[src/design/embi_pkg.sv]
package embi_pkg;
  // bus widths
  localparam int ADDR_W = 24;
  localparam int DATA_W = 8;
  localparam int CS_NUM = 4;

  // chip select windows, fixed at build time since there is no register access
  localparam logic [23:0] CS_BASE [CS_NUM] = '{24'h000000, 24'h100000, 24'h800000, 24'h000080};
  localparam logic [23:0] CS_LAST [CS_NUM] = '{24'h0FFFFF, 24'h1FFFFF, 24'hFFFFFF, 24'h0000FF};
  localparam logic [CS_NUM-1:0] CS_IS_IO = 4'h8;
  localparam int WAIT_W = 3;
  localparam logic [WAIT_W-1:0] CS_WAIT [CS_NUM] = '{3'h1, 3'h0, 3'h2, 3'h3};
  localparam logic [WAIT_W-1:0] WAIT_NONE = 3'h0;

  // reset pin pull-low length
  localparam int CLK_PERIOD_NS = 10;
  localparam int RESET_HOLD_NS = 1000;
  localparam int HOLD_W = 8;
  localparam logic [HOLD_W-1:0] RESET_HOLD_CYC =
    HOLD_W'((RESET_HOLD_NS + CLK_PERIOD_NS - 1) / CLK_PERIOD_NS);
  localparam logic [HOLD_W-1:0] HOLD_ZERO = 8'h00;

  // bus cycle sequencer, gray along idle-t1-t2-t3
  typedef enum logic [2:0] {
    EMBI_IDLE  = 3'h0,
    EMBI_T1    = 3'h1,
    EMBI_T2    = 3'h3,
    EMBI_T3    = 3'h2,
    EMBI_GRANT = 3'h6
  } embi_state_t;
endpackage : embi_pkg

[src/design/embi_bus_if.sv]
`timescale 1ns/1ps
`default_nettype none
// Operation
// - drive data only on own write cycles
// - I/O request low on I/O accesses
// - memory request low on memory accesses
// - space requests undriven during reset
// - read strobe low while reading
// - write strobe low while writing
// - fetch flag with memory read fetch
// - strobes float while bus granted
// - wait input low extends the cycle
// - reset pin bidirectional, open-drain pull
// - NMI falling edge, beats maskable
// - NMI taken at instruction end
// - float outputs, then assert grant
// - address and space lines inputs when granted
// - external address feeds chip selects
// - chip select low within its range
module embi_bus_if (
  // clock and reset
  input  wire logic                           clock,
  input  wire logic                           rst_b,
  // core access port
  input  wire logic                           req_valid,
  input  wire logic                           req_write,
  input  wire logic                           req_io,
  input  wire logic                           req_fetch,
  input  wire logic [embi_pkg::ADDR_W-1:0]    req_addr,
  input  wire logic [embi_pkg::DATA_W-1:0]    req_wdata,
  output logic                                req_ready,
  output logic                                req_done,
  output logic [embi_pkg::DATA_W-1:0]         req_rdata,
  // core interrupt and reset port
  input  wire logic                           instr_end,
  input  wire logic                           irq_req,
  input  wire logic                           irq_enable,
  input  wire logic                           int_reset_req,
  output logic                                nmi_take,
  output logic                                irq_take,
  output logic                                core_reset_n,
  // address and data pins
  input  wire logic [embi_pkg::ADDR_W-1:0]    addr_i,
  output logic [embi_pkg::ADDR_W-1:0]         addr_o,
  output logic                                addr_oe_n,
  input  wire logic [embi_pkg::DATA_W-1:0]    data_i,
  output logic [embi_pkg::DATA_W-1:0]         data_o,
  output logic                                data_oe_n,
  // control pins
  input  wire logic                           io_space_request_n_i,
  output logic                                io_space_request_n_o,
  output logic                                io_space_request_n_oe_n,
  input  wire logic                           memory_space_request_n_i,
  output logic                                memory_space_request_n_o,
  output logic                                memory_space_request_n_oe_n,
  output logic                                read_strobe_n_o,
  output logic                                read_strobe_n_oe_n,
  output logic                                write_strobe_n_o,
  output logic                                write_strobe_n_oe_n,
  output logic                                opcode_fetch_flag_n_o,
  output logic                                opcode_fetch_flag_n_oe_n,
  input  wire logic                           wait_n_i,
  // reset, interrupt, bus release and chip select pins
  input  wire logic                           reset_pin_n_i,
  output logic                                reset_pin_n_o,
  output logic                                reset_pin_n_oe_n,
  input  wire logic                           nmi_n_i,
  input  wire logic                           bus_release_request_n,
  output logic                                bus_release_grant_n,
  output logic [embi_pkg::CS_NUM-1:0]         chip_select_n
);
  import embi_pkg::*;

  embi_state_t         state_q, state_d;
  logic [ADDR_W-1:0]   ext_addr_s1, ext_addr_s2;
  logic [DATA_W-1:0]   data_s1, data_s2;
  logic                ext_io_s1, ext_io_s2, ext_mem_s1, ext_mem_s2;
  logic                wait_s1, wait_s2, bus_release_request_n_s1, bus_release_request_n_s2;
  logic                rstpin_s1, rstpin_s2;
  logic                nmi_s1, nmi_s2, nmi_s3, nmi_pend_q;
  logic [ADDR_W-1:0]   op_addr_q, cur_addr;
  logic [DATA_W-1:0]   op_wdata_q, cur_wdata;
  logic                op_wr_q, op_io_q, op_fetch_q, cur_wr, cur_io, cur_fetch;
  logic [WAIT_W-1:0]   wcnt_q, load_wait;
  logic [HOLD_W-1:0]   hold_q, hold_d;
  logic [CS_NUM-1:0]   cs_own, cs_ext;
  logic                in_rst, take, drv_d, grant_d;

  // pins come from outside the clock domain
  always_ff @(posedge clock) begin
    ext_addr_s1 <= addr_i;
    ext_addr_s2 <= ext_addr_s1;
    data_s1     <= data_i;
    data_s2     <= data_s1;
    ext_io_s1   <= io_space_request_n_i;
    ext_io_s2   <= ext_io_s1;
    ext_mem_s1  <= memory_space_request_n_i;
    ext_mem_s2  <= ext_mem_s1;
  end

  always_ff @(posedge clock) begin
    if (!rst_b) begin
      wait_s1   <= 1'b1;
      wait_s2   <= 1'b1;
      bus_release_request_n_s1 <= 1'b1;
      bus_release_request_n_s2 <= 1'b1;
      rstpin_s1 <= 1'b1;
      rstpin_s2 <= 1'b1;
      nmi_s1    <= 1'b1;
      nmi_s2    <= 1'b1;
      nmi_s3    <= 1'b1;
    end else begin
      wait_s1   <= wait_n_i;
      wait_s2   <= wait_s1;
      bus_release_request_n_s1 <= bus_release_request_n;
      bus_release_request_n_s2 <= bus_release_request_n_s1;
      rstpin_s1 <= reset_pin_n_i;
      rstpin_s2 <= rstpin_s1;
      nmi_s1    <= nmi_n_i;
      nmi_s2    <= nmi_s1;
      nmi_s3    <= nmi_s2;
    end
  end

  assign in_rst = !rstpin_s2 || (hold_q != HOLD_ZERO);

  always_comb begin
    hold_d = hold_q;
    if (hold_q != HOLD_ZERO) begin
      hold_d = hold_q - 8'h01;
    end else if (int_reset_req) begin
      hold_d = RESET_HOLD_CYC;
    end
  end

  always_ff @(posedge clock) begin
    if (!rst_b) begin
      hold_q           <= HOLD_ZERO;
      reset_pin_n_o    <= 1'b0;
      reset_pin_n_oe_n <= 1'b1;
      core_reset_n     <= 1'b0;
    end else begin
      hold_q           <= hold_d;
      reset_pin_n_o    <= 1'b0;
      reset_pin_n_oe_n <= (hold_d == HOLD_ZERO);
      core_reset_n     <= !in_rst;
    end
  end

  // chip select decode, own or external address
  function automatic logic [CS_NUM-1:0] cs_hit(input logic [ADDR_W-1:0] a, input logic io);
    cs_hit = '0;
    for (int i = 0; i < CS_NUM; i++) begin
      cs_hit[i] = (CS_IS_IO[i] == io) && (a >= CS_BASE[i]) && (a <= CS_LAST[i]);
    end
  endfunction

  always_comb begin
    load_wait = WAIT_NONE;
    for (int i = 0; i < CS_NUM; i++) begin
      if (cs_hit(req_addr, req_io) == (4'h1 << i)) begin
        load_wait = CS_WAIT[i];
      end
    end
  end

  assign take = req_valid && (state_q == EMBI_IDLE) && bus_release_request_n_s2 && !in_rst;

  always_comb begin
    state_d = state_q;
    case (state_q)
      EMBI_IDLE: begin
        if (!in_rst && !bus_release_request_n_s2) begin
          state_d = EMBI_GRANT;
        end else if (take) begin
          state_d = EMBI_T1;
        end
      end
      EMBI_T1: state_d = EMBI_T2;
      EMBI_T2: begin
        if (wcnt_q == WAIT_NONE && wait_s2) begin
          state_d = EMBI_T3;
        end
      end
      EMBI_T3: state_d = EMBI_IDLE;
      EMBI_GRANT: begin
        if (bus_release_request_n_s2) begin
          state_d = EMBI_IDLE;
        end
      end
      default: state_d = EMBI_IDLE;
    endcase
    if (in_rst) begin
      state_d = EMBI_IDLE;
    end
  end

  always_ff @(posedge clock) begin
    if (!rst_b) begin
      state_q <= EMBI_IDLE;
    end else begin
      state_q <= state_d;
    end
  end

  always_ff @(posedge clock) begin
    if (!rst_b) begin
      op_addr_q  <= '0;
      op_wdata_q <= '0;
      op_wr_q    <= 1'b0;
      op_io_q    <= 1'b0;
      op_fetch_q <= 1'b0;
    end else if (take) begin
      op_addr_q  <= req_addr;
      op_wdata_q <= req_wdata;
      op_wr_q    <= req_write;
      op_io_q    <= req_io;
      op_fetch_q <= req_fetch;
    end
  end

  always_ff @(posedge clock) begin
    if (!rst_b) begin
      wcnt_q <= WAIT_NONE;
    end else if (take) begin
      wcnt_q <= load_wait;
    end else if (state_q == EMBI_T2 && wcnt_q != WAIT_NONE) begin
      wcnt_q <= wcnt_q - 3'h1;
    end
  end

  // pins update on the edge that starts the state
  assign cur_addr  = take ? req_addr : op_addr_q;
  assign cur_wdata = take ? req_wdata : op_wdata_q;
  assign cur_wr    = take ? req_write : op_wr_q;
  assign cur_io    = take ? req_io : op_io_q;
  assign cur_fetch = take ? req_fetch : op_fetch_q;
  assign drv_d     = (state_d == EMBI_T1) || (state_d == EMBI_T2) || (state_d == EMBI_T3);
  assign grant_d   = (state_d == EMBI_GRANT);
  assign cs_own    = drv_d ? cs_hit(cur_addr, cur_io) : '0;
  assign cs_ext    = (!ext_mem_s2 ? cs_hit(ext_addr_s2, 1'b0) : '0) |
                     (!ext_io_s2 ? cs_hit(ext_addr_s2, 1'b1) : '0);

  always_ff @(posedge clock) begin
    if (!rst_b) begin
      addr_o                      <= '0;
      addr_oe_n                   <= 1'b1;
      data_o                      <= '0;
      data_oe_n                   <= 1'b1;
      io_space_request_n_o        <= 1'b1;
      io_space_request_n_oe_n     <= 1'b1;
      memory_space_request_n_o    <= 1'b1;
      memory_space_request_n_oe_n <= 1'b1;
      read_strobe_n_o             <= 1'b1;
      read_strobe_n_oe_n          <= 1'b1;
      write_strobe_n_o            <= 1'b1;
      write_strobe_n_oe_n         <= 1'b1;
      opcode_fetch_flag_n_o       <= 1'b1;
      opcode_fetch_flag_n_oe_n    <= 1'b1;
      chip_select_n               <= '1;
    end else begin
      addr_o                      <= cur_addr;
      addr_oe_n                   <= grant_d;
      data_o                      <= cur_wdata;
      data_oe_n                   <= !(drv_d && cur_wr);
      io_space_request_n_o        <= !(drv_d && cur_io);
      io_space_request_n_oe_n     <= in_rst || grant_d;
      memory_space_request_n_o    <= !(drv_d && !cur_io);
      memory_space_request_n_oe_n <= in_rst || grant_d;
      read_strobe_n_o             <= !(drv_d && !cur_wr);
      read_strobe_n_oe_n          <= grant_d;
      write_strobe_n_o            <= !(drv_d && cur_wr);
      write_strobe_n_oe_n         <= grant_d;
      opcode_fetch_flag_n_o       <= !(drv_d && cur_fetch && !cur_wr && !cur_io);
      opcode_fetch_flag_n_oe_n    <= grant_d;
      chip_select_n               <= ~((state_q == EMBI_GRANT && grant_d) ? cs_ext : cs_own);
    end
  end

  // grant one edge after the float
  always_ff @(posedge clock) begin
    if (!rst_b) begin
      bus_release_grant_n <= 1'b1;
    end else begin
      bus_release_grant_n <= !(state_q == EMBI_GRANT && grant_d);
    end
  end

  always_ff @(posedge clock) begin
    if (!rst_b) begin
      req_ready <= 1'b0;
      req_done  <= 1'b0;
      req_rdata <= '0;
    end else begin
      req_ready <= (state_d == EMBI_IDLE) && !in_rst;
      req_done  <= (state_q == EMBI_T3);
      if (state_q == EMBI_T3 && !op_wr_q) begin
        req_rdata <= data_s2;
      end
    end
  end

  always_ff @(posedge clock) begin
    if (!rst_b) begin
      nmi_pend_q <= 1'b0;
      nmi_take   <= 1'b0;
      irq_take   <= 1'b0;
    end else begin
      nmi_pend_q <= (nmi_s3 && !nmi_s2) || (nmi_pend_q && !instr_end && !in_rst);
      nmi_take   <= instr_end && nmi_pend_q && !in_rst;
      irq_take   <= instr_end && !nmi_pend_q && irq_req && irq_enable && !in_rst;
    end
  end
endmodule : embi_bus_if
`default_nettype wire

[config.mk]
export PLATFORM = sky130hd
export DESIGN_NAME = embi_bus_if
export DESIGN_NICKNAME = d
export VERILOG_FILES = /design/src/design/embi_pkg.sv /design/src/design/embi_bus_if.sv
export SDC_FILE = /design/constraint.sdc
export NUM_CORES = 1
export LEC_CHECK = 0
export BUFFER_PORTS_ARGS = -buffer_cell sky130_fd_sc_hd__buf_2
export CAP_MARGIN = 25
export CORE_UTILIZATION = 49
export CTS_CLUSTER_DIAMETER = 80
export DETAILED_ROUTE_END_ITERATION = 16
export HOLD_SLACK_MARGIN = 0.12
export PLACE_DENSITY = 0.75
export SLEW_MARGIN = 25
export SYNTH_ARGS = -nofsm -noshare
export SYNTH_HDL_FRONTEND = slang
export SYNTH_SLANG_ARGS = --single-unit
export TNS_END_PERCENT = 10
[constraint.sdc]
create_clock -name clock -period 2.4 [get_ports clock]
set_clock_uncertainty 0.1 [all_clocks]
set_input_delay 0.72 -clock clock [delete_from_list [all_inputs] [get_ports clock]]
set_output_delay 0.72 -clock clock [all_outputs]
set_load 0.01 [all_outputs]
==> reports/metrics.json, run 1 <==
{
  "critical_path": {
    "r2r_setup_slack_ns": 0.17,
    "critical_path.startpoint": "hold_q[0]$_SDFF_PN0_",
    "worstSetupEndpoint": "reset_pin_n_oe_n$_SDFF_PN1_",
    "worst-r2r-cell-count": 8,
    "critPathCaptureType": "register",
    "timing.critical_path.arrival_ns": 2.54,
    "crit_path_start_kind": "register",
    "worstSetupPathType": "register to register",
    "reg2reg_to": "reset_pin_n_oe_n$_SDFF_PN1_",
    "critical_path_peak_fanout": 6,
    "critPathRequiredTime_ns": 2.71,
    "r2r_start": "hold_q[0]$_SDFF_PN0_"
  },
  "place": {
    "placed_wire_length_estimate_um": 6730,
    "placement.setup.worst_slack_ns": 0.121,
    "port-buffer-count": 135,
    "numPlacedInstances": 687,
    "gp_congestion": 0.822,
    "dpl-instance-area_um2": 5220
  },
  "routing": {
    "ant_nets": 0,
    "drt_first_iter_violations": 101,
    "route.vias.total": 3592,
    "wl_per_cell_um": 13.4,
    "route.detailed.drc": 0,
    "route.detailed.vias_per_inst": 5.00,
    "routed_wl_um": 9630,
    "drt_pre_antenna_iters": 4
  },
  "yosys": {
    "total_of_warnings_raised_by_yosys": 0,
    "syn_area_per_cell_um2": 9.73,
    "seq_area_frac_synth": 0.629,
    "syn-cell-area_um2": 4430,
    "post_synth_inst_count": 455,
    "synth_top_flop_cell": "sky130_fd_sc_hd__dfxtp_1",
    "post-synth-top-area-fraction": 0.629,
    "synth.area.top_cells": "sky130_fd_sc_hd__dfxtp_1 63%, sky130_fd_sc_hd__nand2_1 8.2%, sky130_fd_sc_hd__a21oi_1 5.8%",
    "synth_most_common_cell": "sky130_fd_sc_hd__dfxtp_1",
    "commonest_cells_post_synth": "139 x sky130_fd_sc_hd__dfxtp_1, 97 x sky130_fd_sc_hd__nand2_1, 51 x sky130_fd_sc_hd__a21oi_1",
    "synth.distinct_cells": 46,
    "synthesis.nets": 539,
    "synth-seq-cells": 139,
    "netlist.top_cell.by_area": "sky130_fd_sc_hd__dfxtp_1",
    "synth_enable_flop_cells": 0,
    "ys_async_sr_fraction": 0
  },
  "global_route": {
    "grt_first_pass_wirelength_um": 16000,
    "gr-usage-met3": 0.0633,
    "antenna_found_initial": 0,
    "grt_most_used_layer": "met2",
    "met2_usage": 0.382,
    "grt.total_usage": 0.213,
    "globalRouteMet1Util": 0.237,
    "grt_start_max_net_pins": 22,
    "grt_overflow": 0,
    "grt_pass1_vias": 3566
  },
  "pwr": {
    "power_mw": 6.72,
    "cell_internal_pwr_mw": 4.68,
    "peakVddDrop_mv": 0.810,
    "p_per_area_nw_per_um2": 1150,
    "power.clock.fraction": 0.392,
    "switchingPower_mw": 2.04,
    "p_leak_nw": 2.52,
    "seq_power_share": 0.408,
    "comb_power_share": 0.200,
    "switching_part_of_the_total": 0.304
  },
  "layout": {
    "final_design_area_no_fill_um2": 5850,
    "layout.filler_cells": 705,
    "final_core_util": 0.670,
    "post_route_cells_drive_above_1_share": 0.313,
    "ff_latch_area_um2": 2780,
    "finalNonFillerCells": 719,
    "syn_to_final_growth_pct": 32.1,
    "area_of_the_multi_input_gates_um2": 1480,
    "num_antenna_cells": 0,
    "nets_final": 682
  },
  "die": {
    "start_util": 0.508,
    "fp.dieH_um": 97.1,
    "floorplan.core_area_um2": 8720,
    "io_pins": 144,
    "die_area_um2": 9420,
    "num_rows": 34,
    "die_w_um": 97.1
  },
  "sta": {
    "grt_setup_unrepaired": "false",
    "timing.final.setup_violations": 0,
    "slew_violations": 0,
    "period_utilization": 0.931,
    "hold_viol": 0,
    "hold_ws_ns": 0.207,
    "totalNegativeSetupSlack_ns": 0,
    "maxClockFrequency_mhz": 448,
    "setup_slack_of_the_critical_path_after_layout_ns": 0.167,
    "layout_min_cycle_time_ns": 2.23
  },
  "clock_network": {
    "cts_hold_repair.buffers": 0,
    "cts_inserted_buffers": 17,
    "clkSinkCount": 139,
    "h_tree_level_count": 4,
    "clock_tree_from_tritoncts": "done",
    "master_cell_of_the_clock_root_buffer": "sky130_fd_sc_hd__clkbuf_8",
    "clkLatencyLatePin_ns": 0.51,
    "clkTransAtPathRegs_ns": 0.07,
    "cts_buffer_depth": 2
  },
  "outcome": {
    "run_status": "completed"
  },
  "worst_hold_path": {
    "holdCritPathClass": "primary input to register"
  },
  "flow_run": {
    "max_cap_violations": 0
  }
}
[how the worst min path moves through the flow]
stage	startpoint	endpoint	slack, ns	depth (start not counted)
after global placement	ext_mem_s1$_DFF_P_	ext_mem_s2$_DFF_P_	0.21	0
after global routing	addr_i[14]	ext_addr_s1[14]$_DFF_P_	0.18	1
after CTS	addr_i[16]	ext_addr_s1[16]$_DFF_P_	0.19	1
after detailed placement	data_s1[6]$_DFF_P_	data_s2[6]$_DFF_P_	0.21	0
after floorplan	data_s1[0]$_DFF_P_	data_s2[0]$_DFF_P_	0.21	0
final	addr_i[14]	ext_addr_s1[14]$_DFF_P_	0.21	1
[cell type report]
| class | instances | area share |
|---|---|---|
| clock buffer | 17 | 0.0708 |
| inverter | 14 | 0.00899 |
| sequential | 139 | 0.476 |
| timing repair buffer | 149 | 0.134 |
| multi-input combinational | 277 | 0.253 |
| tap | 108 | 0.0231 |
| clock inverter | 15 | 0.0347 |
[sequential cells by signal (all words and copies together), names as in the netlist, 4 cells and up]
signal         cells
hold_q             8
op_addr_q         24
chip_select_n      4
data_s1            8
data_s2            8
req_rdata          8
ext_addr_s2       17
op_wdata_q         8
ext_addr_s1       17
[placed cells by master, fill, tap and decap left out, types with 2 or more instances in the layout]
cell / instances
sky130_fd_sc_hd__inv_2: 2
sky130_fd_sc_hd__nor4b_1: 6
sky130_fd_sc_hd__inv_6: 4
sky130_fd_sc_hd__inv_1: 12
sky130_fd_sc_hd__or4_1: 2
sky130_fd_sc_hd__a32oi_1: 4
sky130_fd_sc_hd__buf_2: 135
sky130_fd_sc_hd__clkinv_8: 3
sky130_fd_sc_hd__nor4_1: 4
sky130_fd_sc_hd__inv_8: 4
sky130_fd_sc_hd__a21oi_1: 51
sky130_fd_sc_hd__bufinv_16: 2
sky130_fd_sc_hd__nand2_1: 97
sky130_fd_sc_hd__dfxtp_1: 139
sky130_fd_sc_hd__nand2b_1: 14
sky130_fd_sc_hd__ha_1: 4
sky130_fd_sc_hd__xnor2_1: 3
sky130_fd_sc_hd__nand3_1: 5
sky130_fd_sc_hd__or3_1: 4
sky130_fd_sc_hd__o21ai_0: 8
sky130_fd_sc_hd__nand4_1: 5
sky130_fd_sc_hd__nor2_1: 27
sky130_fd_sc_hd__buf_4: 14
sky130_fd_sc_hd__a211oi_1: 2
sky130_fd_sc_hd__o21a_1: 2
sky130_fd_sc_hd__nor3b_1: 2
sky130_fd_sc_hd__nor3_1: 14
sky130_fd_sc_hd__clkbuf_16: 16
[what timing repair did]
item / in CTS / in global routing
hold endpoints to repair: 0 / 0
setup endpoints to repair: 0 / 16
buffers inserted: 0 / 0
gates resized for setup: 0 / 2
[power by group through the flow]
stage                     sequential (mW)  combinational [mW]  clock (mW)
after floorplan                      2.76               0.915           0
after global placement               2.77                1.31           0
after detailed placement             2.78                1.33           0
after CTS                            2.73                1.34        2.68
after global routing                 2.77                1.51        2.79
final                                2.74                1.34        2.63
[metal layers]
metal | share of wire | wire length, um
met1 | 0.42 | 4020
met4 | 0.0031 | 30
met3 | 0.059 | 569
met5 | 0 | 0
met2 | 0.52 | 5000
[cells by family (layout without fill, tap and decap cells)]
family,Yosys count,after routing,share of synthesized area
flip-flops,139,139,0.629
AO/OA/AOI/OAI,75,75,0.0986
AND/OR/NAND/NOR,192,192,0.210
adder cells (fa/ha/maj),4,4,0.0113
multiplexers,2,2,0.00480
other,1,1,0.000847
XOR/XNOR,3,3,0.00594
buffers and inverters,39,195,0.0401
[worst max-delay path: stages (launching register included)]
cell and delay, ns:
sky130_fd_sc_hd__dfxtp_1 0.35, sky130_fd_sc_hd__inv_1 0.10, sky130_fd_sc_hd__ha_1 0.20, sky130_fd_sc_hd__nor4b_4 0.39, sky130_fd_sc_hd__buf_4 0.20, sky130_fd_sc_hd__nand2_2 0.07, sky130_fd_sc_hd__or3_1 0.36, sky130_fd_sc_hd__a21o_1 0.17
sky130_fd_sc_hd__o41ai_2 0.20
No activity file was read; power rests on OpenSTA's default activity.
==> run 2: changes to the inputs <==
Settings changed: CORE_MARGIN from default to 2.
==> reports/metrics.json, run 2 (synthesized netlist as in run 1, its figures left out) <==
{
  "outcome": {
    "run_status": "completed"
  },
  "die": {
    "num_rows": {"value": 34, "change": "unchanged"},
    "die_w": {"value": 99.1, "unit": "um", "change": "+2.1%"},
    "floorplan.core_area": {"value": 8720, "unit": "um^2", "change": "unchanged"},
    "io_pins": {"value": 144, "change": "unchanged"},
    "start_util": {"value": 0.508, "change": "unchanged"},
    "die_area": {"value": 9810, "unit": "um^2", "change": "+4.2%"},
    "fp.dieH": {"value": 99.1, "unit": "um", "change": "+2.1%"}
  },
  "routing": {
    "route.detailed.vias_per_inst": {"value": 5.04, "change": "+0.84%"},
    "route.detailed.drc": {"value": 0, "change": "unchanged"},
    "wl_per_cell": {"value": 13.2, "unit": "um", "change": "-1.2%"},
    "routed_wl": {"value": 9490, "unit": "um", "change": "-1.4%"},
    "drt_first_iter_violations": {"value": 159, "change": "+57%"},
    "ant_nets": {"value": 0, "change": "unchanged"},
    "route.vias.total": {"value": 3617, "change": "+0.70%"},
    "drt_pre_antenna_iters": {"value": 5, "change": "+1"}
  },
  "layout": {
    "post_route_cells_drive_above_1_share": {"value": 0.311, "change": "-0.00113"},
    "registers.top_by_ff_count": "op_addr_q",
    "final_design_area_no_fill": {"value": 5820, "unit": "um^2", "change": "-0.36%"},
    "final_cell_mix": "139 x sky130_fd_sc_hd__dfxtp_1, 135 x sky130_fd_sc_hd__buf_2, 97 x sky130_fd_sc_hd__nand2_1, 51 x sky130_fd_sc_hd__a21oi_1, 28 x sky130_fd_sc_hd__nor2_1",
    "syn_to_final_growth_pct": 31.6,
    "num_antenna_cells": {"value": 0, "change": "unchanged"},
    "most_frequent_standard_cell_in_the_layout_excluding_fill_and_tap_cells": "sky130_fd_sc_hd__dfxtp_1",
    "largest_register_ff_count": {"value": 24, "change": "unchanged"},
    "layout.filler_cells": {"value": 675, "change": "-4.3%"},
    "finalNonFillerCells": {"value": 718, "change": "-0.14%"},
    "nets_final": {"value": 681, "change": "-0.15%"},
    "final_core_util": {"value": 0.668, "change": "-0.00244"},
    "largestRegisters": "op_addr_q: 24 flops, ext_addr_s1: 17 flops, ext_addr_s2: 17 flops"
  },
  "place": {
    "placement.setup.worst_slack": {"value": 0.138, "unit": "ns", "change": "+0.0170 ns"},
    "numPlacedInstances": {"value": 686, "change": "-0.15%"},
    "placed_wire_length_estimate": {"value": 6900, "unit": "um", "change": "+2.6%"},
    "port-buffer-count": {"value": 135, "change": "unchanged"},
    "gp_congestion": {"value": 0.893, "change": "+8.6%"},
    "dpl-instance-area": {"value": 5220, "unit": "um^2", "change": "about the same"}
  },
  "critical_path": {
    "critPathCaptureType": "register",
    "critical_path.startpoint": "hold_q[0]$_SDFF_PN0_",
    "timing.critical_path.max_delay_family": "simple AND/OR/NAND/NOR gates",
    "path_buf_inv": {"value": 2, "change": "unchanged"},
    "worstSetupPathType": "register to register",
    "r2r_start": "hold_q[0]$_SDFF_PN0_",
    "worst_path_largest_cell_delay": {"value": 0.42, "unit": "ns", "change": "+0.03 ns"},
    "critical_path_peak_fanout": {"value": 6, "change": "unchanged"},
    "cp_cell_sequence": "inv_1 -> ha_1 -> nor4b_4 -> buf_4 -> nand2_2 -> or3_1 -> a21o_1 -> o41ai_2",
    "crit_slowest_cell": "sky130_fd_sc_hd__nor4b_4",
    "critPathRequiredTime": {"value": 2.72, "unit": "ns", "change": "about the same"},
    "crit_path_start_kind": "register",
    "timing.critical_path.arrival": {"value": 2.59, "unit": "ns", "change": "+0.05 ns"}
  },
  "worst_hold_path": {
    "hold_path.startpoint": "data_i[2]",
    "holdCritPathClass": "primary input to register"
  },
  "pwr": {
    "power": {"value": 6.67, "unit": "mW", "change": "-0.76%"},
    "p_leak": {"value": 2.51, "unit": "nW", "change": "-0.48%"},
    "p_per_area": {"value": 1140, "unit": "nW/um^2", "change": "-0.40%"},
    "peakVddDrop": {"value": 0.647, "unit": "mV", "change": "-20%"}
  },
  "sta": {
    "period_utilization": {"value": 0.946, "change": "+0.0152"},
    "maxClockFrequency": {"value": 441, "unit": "MHz", "change": "-1.6%"},
    "hold_ws": {"value": 0.203, "unit": "ns", "change": "-0.00339 ns"},
    "setup_slack_of_the_critical_path_after_layout": {"value": 0.130, "unit": "ns", "change": "-0.0366 ns"},
    "slew_violations": {"value": 0, "change": "unchanged"},
    "transition_time_of_the_tightest_slew_check_pin_ns": 0.516,
    "grt_setup_unrepaired": "true",
    "layout_min_cycle_time": {"value": 2.27, "unit": "ns", "change": "+0.0366 ns"},
    "hold_viol": {"value": 0, "change": "unchanged"},
    "timing.max_slew.rel_slack": 0.655,
    "totalNegativeSetupSlack": {"value": 0, "unit": "ns", "change": "unchanged"},
    "timing.final.setup_violations": {"value": 0, "change": "unchanged"}
  },
  "clock_network": {
    "clkSinkCount": {"value": 139, "change": "unchanged"},
    "clkLatencyLatePin": {"value": 0.51, "unit": "ns", "change": "about the same"},
    "master_cell_of_the_clock_root_buffer": "sky130_fd_sc_hd__clkbuf_8",
    "cts_inserted_buffers": {"value": 17, "change": "unchanged"},
    "cts_buffer_depth": {"value": 2, "change": "unchanged"},
    "clock_tree_from_tritoncts": "done",
    "clkTransAtPathRegs": {"value": 0.06, "unit": "ns", "change": "about the same"},
    "h_tree_level_count": {"value": 4, "change": "unchanged"}
  },
  "global_route": {
    "grt_overflow": {"value": 0, "change": "unchanged"},
    "grt_pass1_vias": {"value": 3419, "change": "-4.1%"},
    "grt_start_max_net_pins": {"value": 26, "change": "+18%"},
    "grt_first_pass_wirelength": {"value": 15400, "unit": "um", "change": "-3.8%"},
    "grt.total_usage": {"value": 0.199, "change": "-0.0139"},
    "antenna_found_initial": {"value": 0, "change": "unchanged"}
  },
  "flow_run": {
    "max_cap_violations": {"value": 0, "change": "unchanged"}
  }
}
run 2: cell types whose count changed in the layout (fill, tap and decap cells not counted), moves of 2 or more:
cell and change:
sky130_fd_sc_hd__inv_6 +3, sky130_fd_sc_hd__buf_4 -2, sky130_fd_sc_hd__clkinv_8 -2, sky130_fd_sc_hd__inv_8 -2
run 2: timing repair:
action,in CTS,in global routing
endpoints found under the setup margin,0,8
hold buffers,0,0
setup buffers,0,0
gates resized for setup,0,2
run 2: final timing paths:
| path | to | slack [ns] | depth (start not counted) |
|---|---|---|---|
| setup / recovery | reset_pin_n_oe_n$_SDFF_PN1_ | 0.13 | 8 |
| hold / removal | data_s1[2]$_DFF_P_ | 0.20 | 1 |
| setup reg to reg | reset_pin_n_oe_n$_SDFF_PN1_ | 0.13 | 8 |
| hold reg to reg | ext_addr_s2[16]$_DFF_P_ | 0.23 | 0 |
run 2: power by group:
part / internal (mW) / leakage (nW) / switching [mW]
sequential: 2.54 / 1.15 / 0.190
clock: 1.52 / 0.291 / 1.05
combinational: 0.580 / 1.07 / 0.780
run 2: per-layer routing:
metal / wire length (um) / part of all wire / global-route usage / vias to the layer above
li1: - / - / - / 1816
met1: 3920 / 0.41 / 0.222 / 1653
met2: 4770 / 0.50 / 0.349 / 134
met3: 683 / 0.072 / 0.0589 / 14
met4: 126 / 0.013 / 0.0896 / 0
met5: 0 / 0 / 0 / -
run 2: final cells by class:
| cell class | count | area, um^2 | area share |
|---|---|---|---|
| clock buffers | 17 | 414 | 0.0711 |
| clock inverters | 15 | 178 | 0.0305 |
| inverters | 14 | 52.6 | 0.00902 |
| multi-input cells | 277 | 1480 | 0.253 |
| flip-flops and latches | 139 | 2780 | 0.478 |
| well taps | 108 | 135 | 0.0232 |
| repair buffers | 148 | 786 | 0.135 |
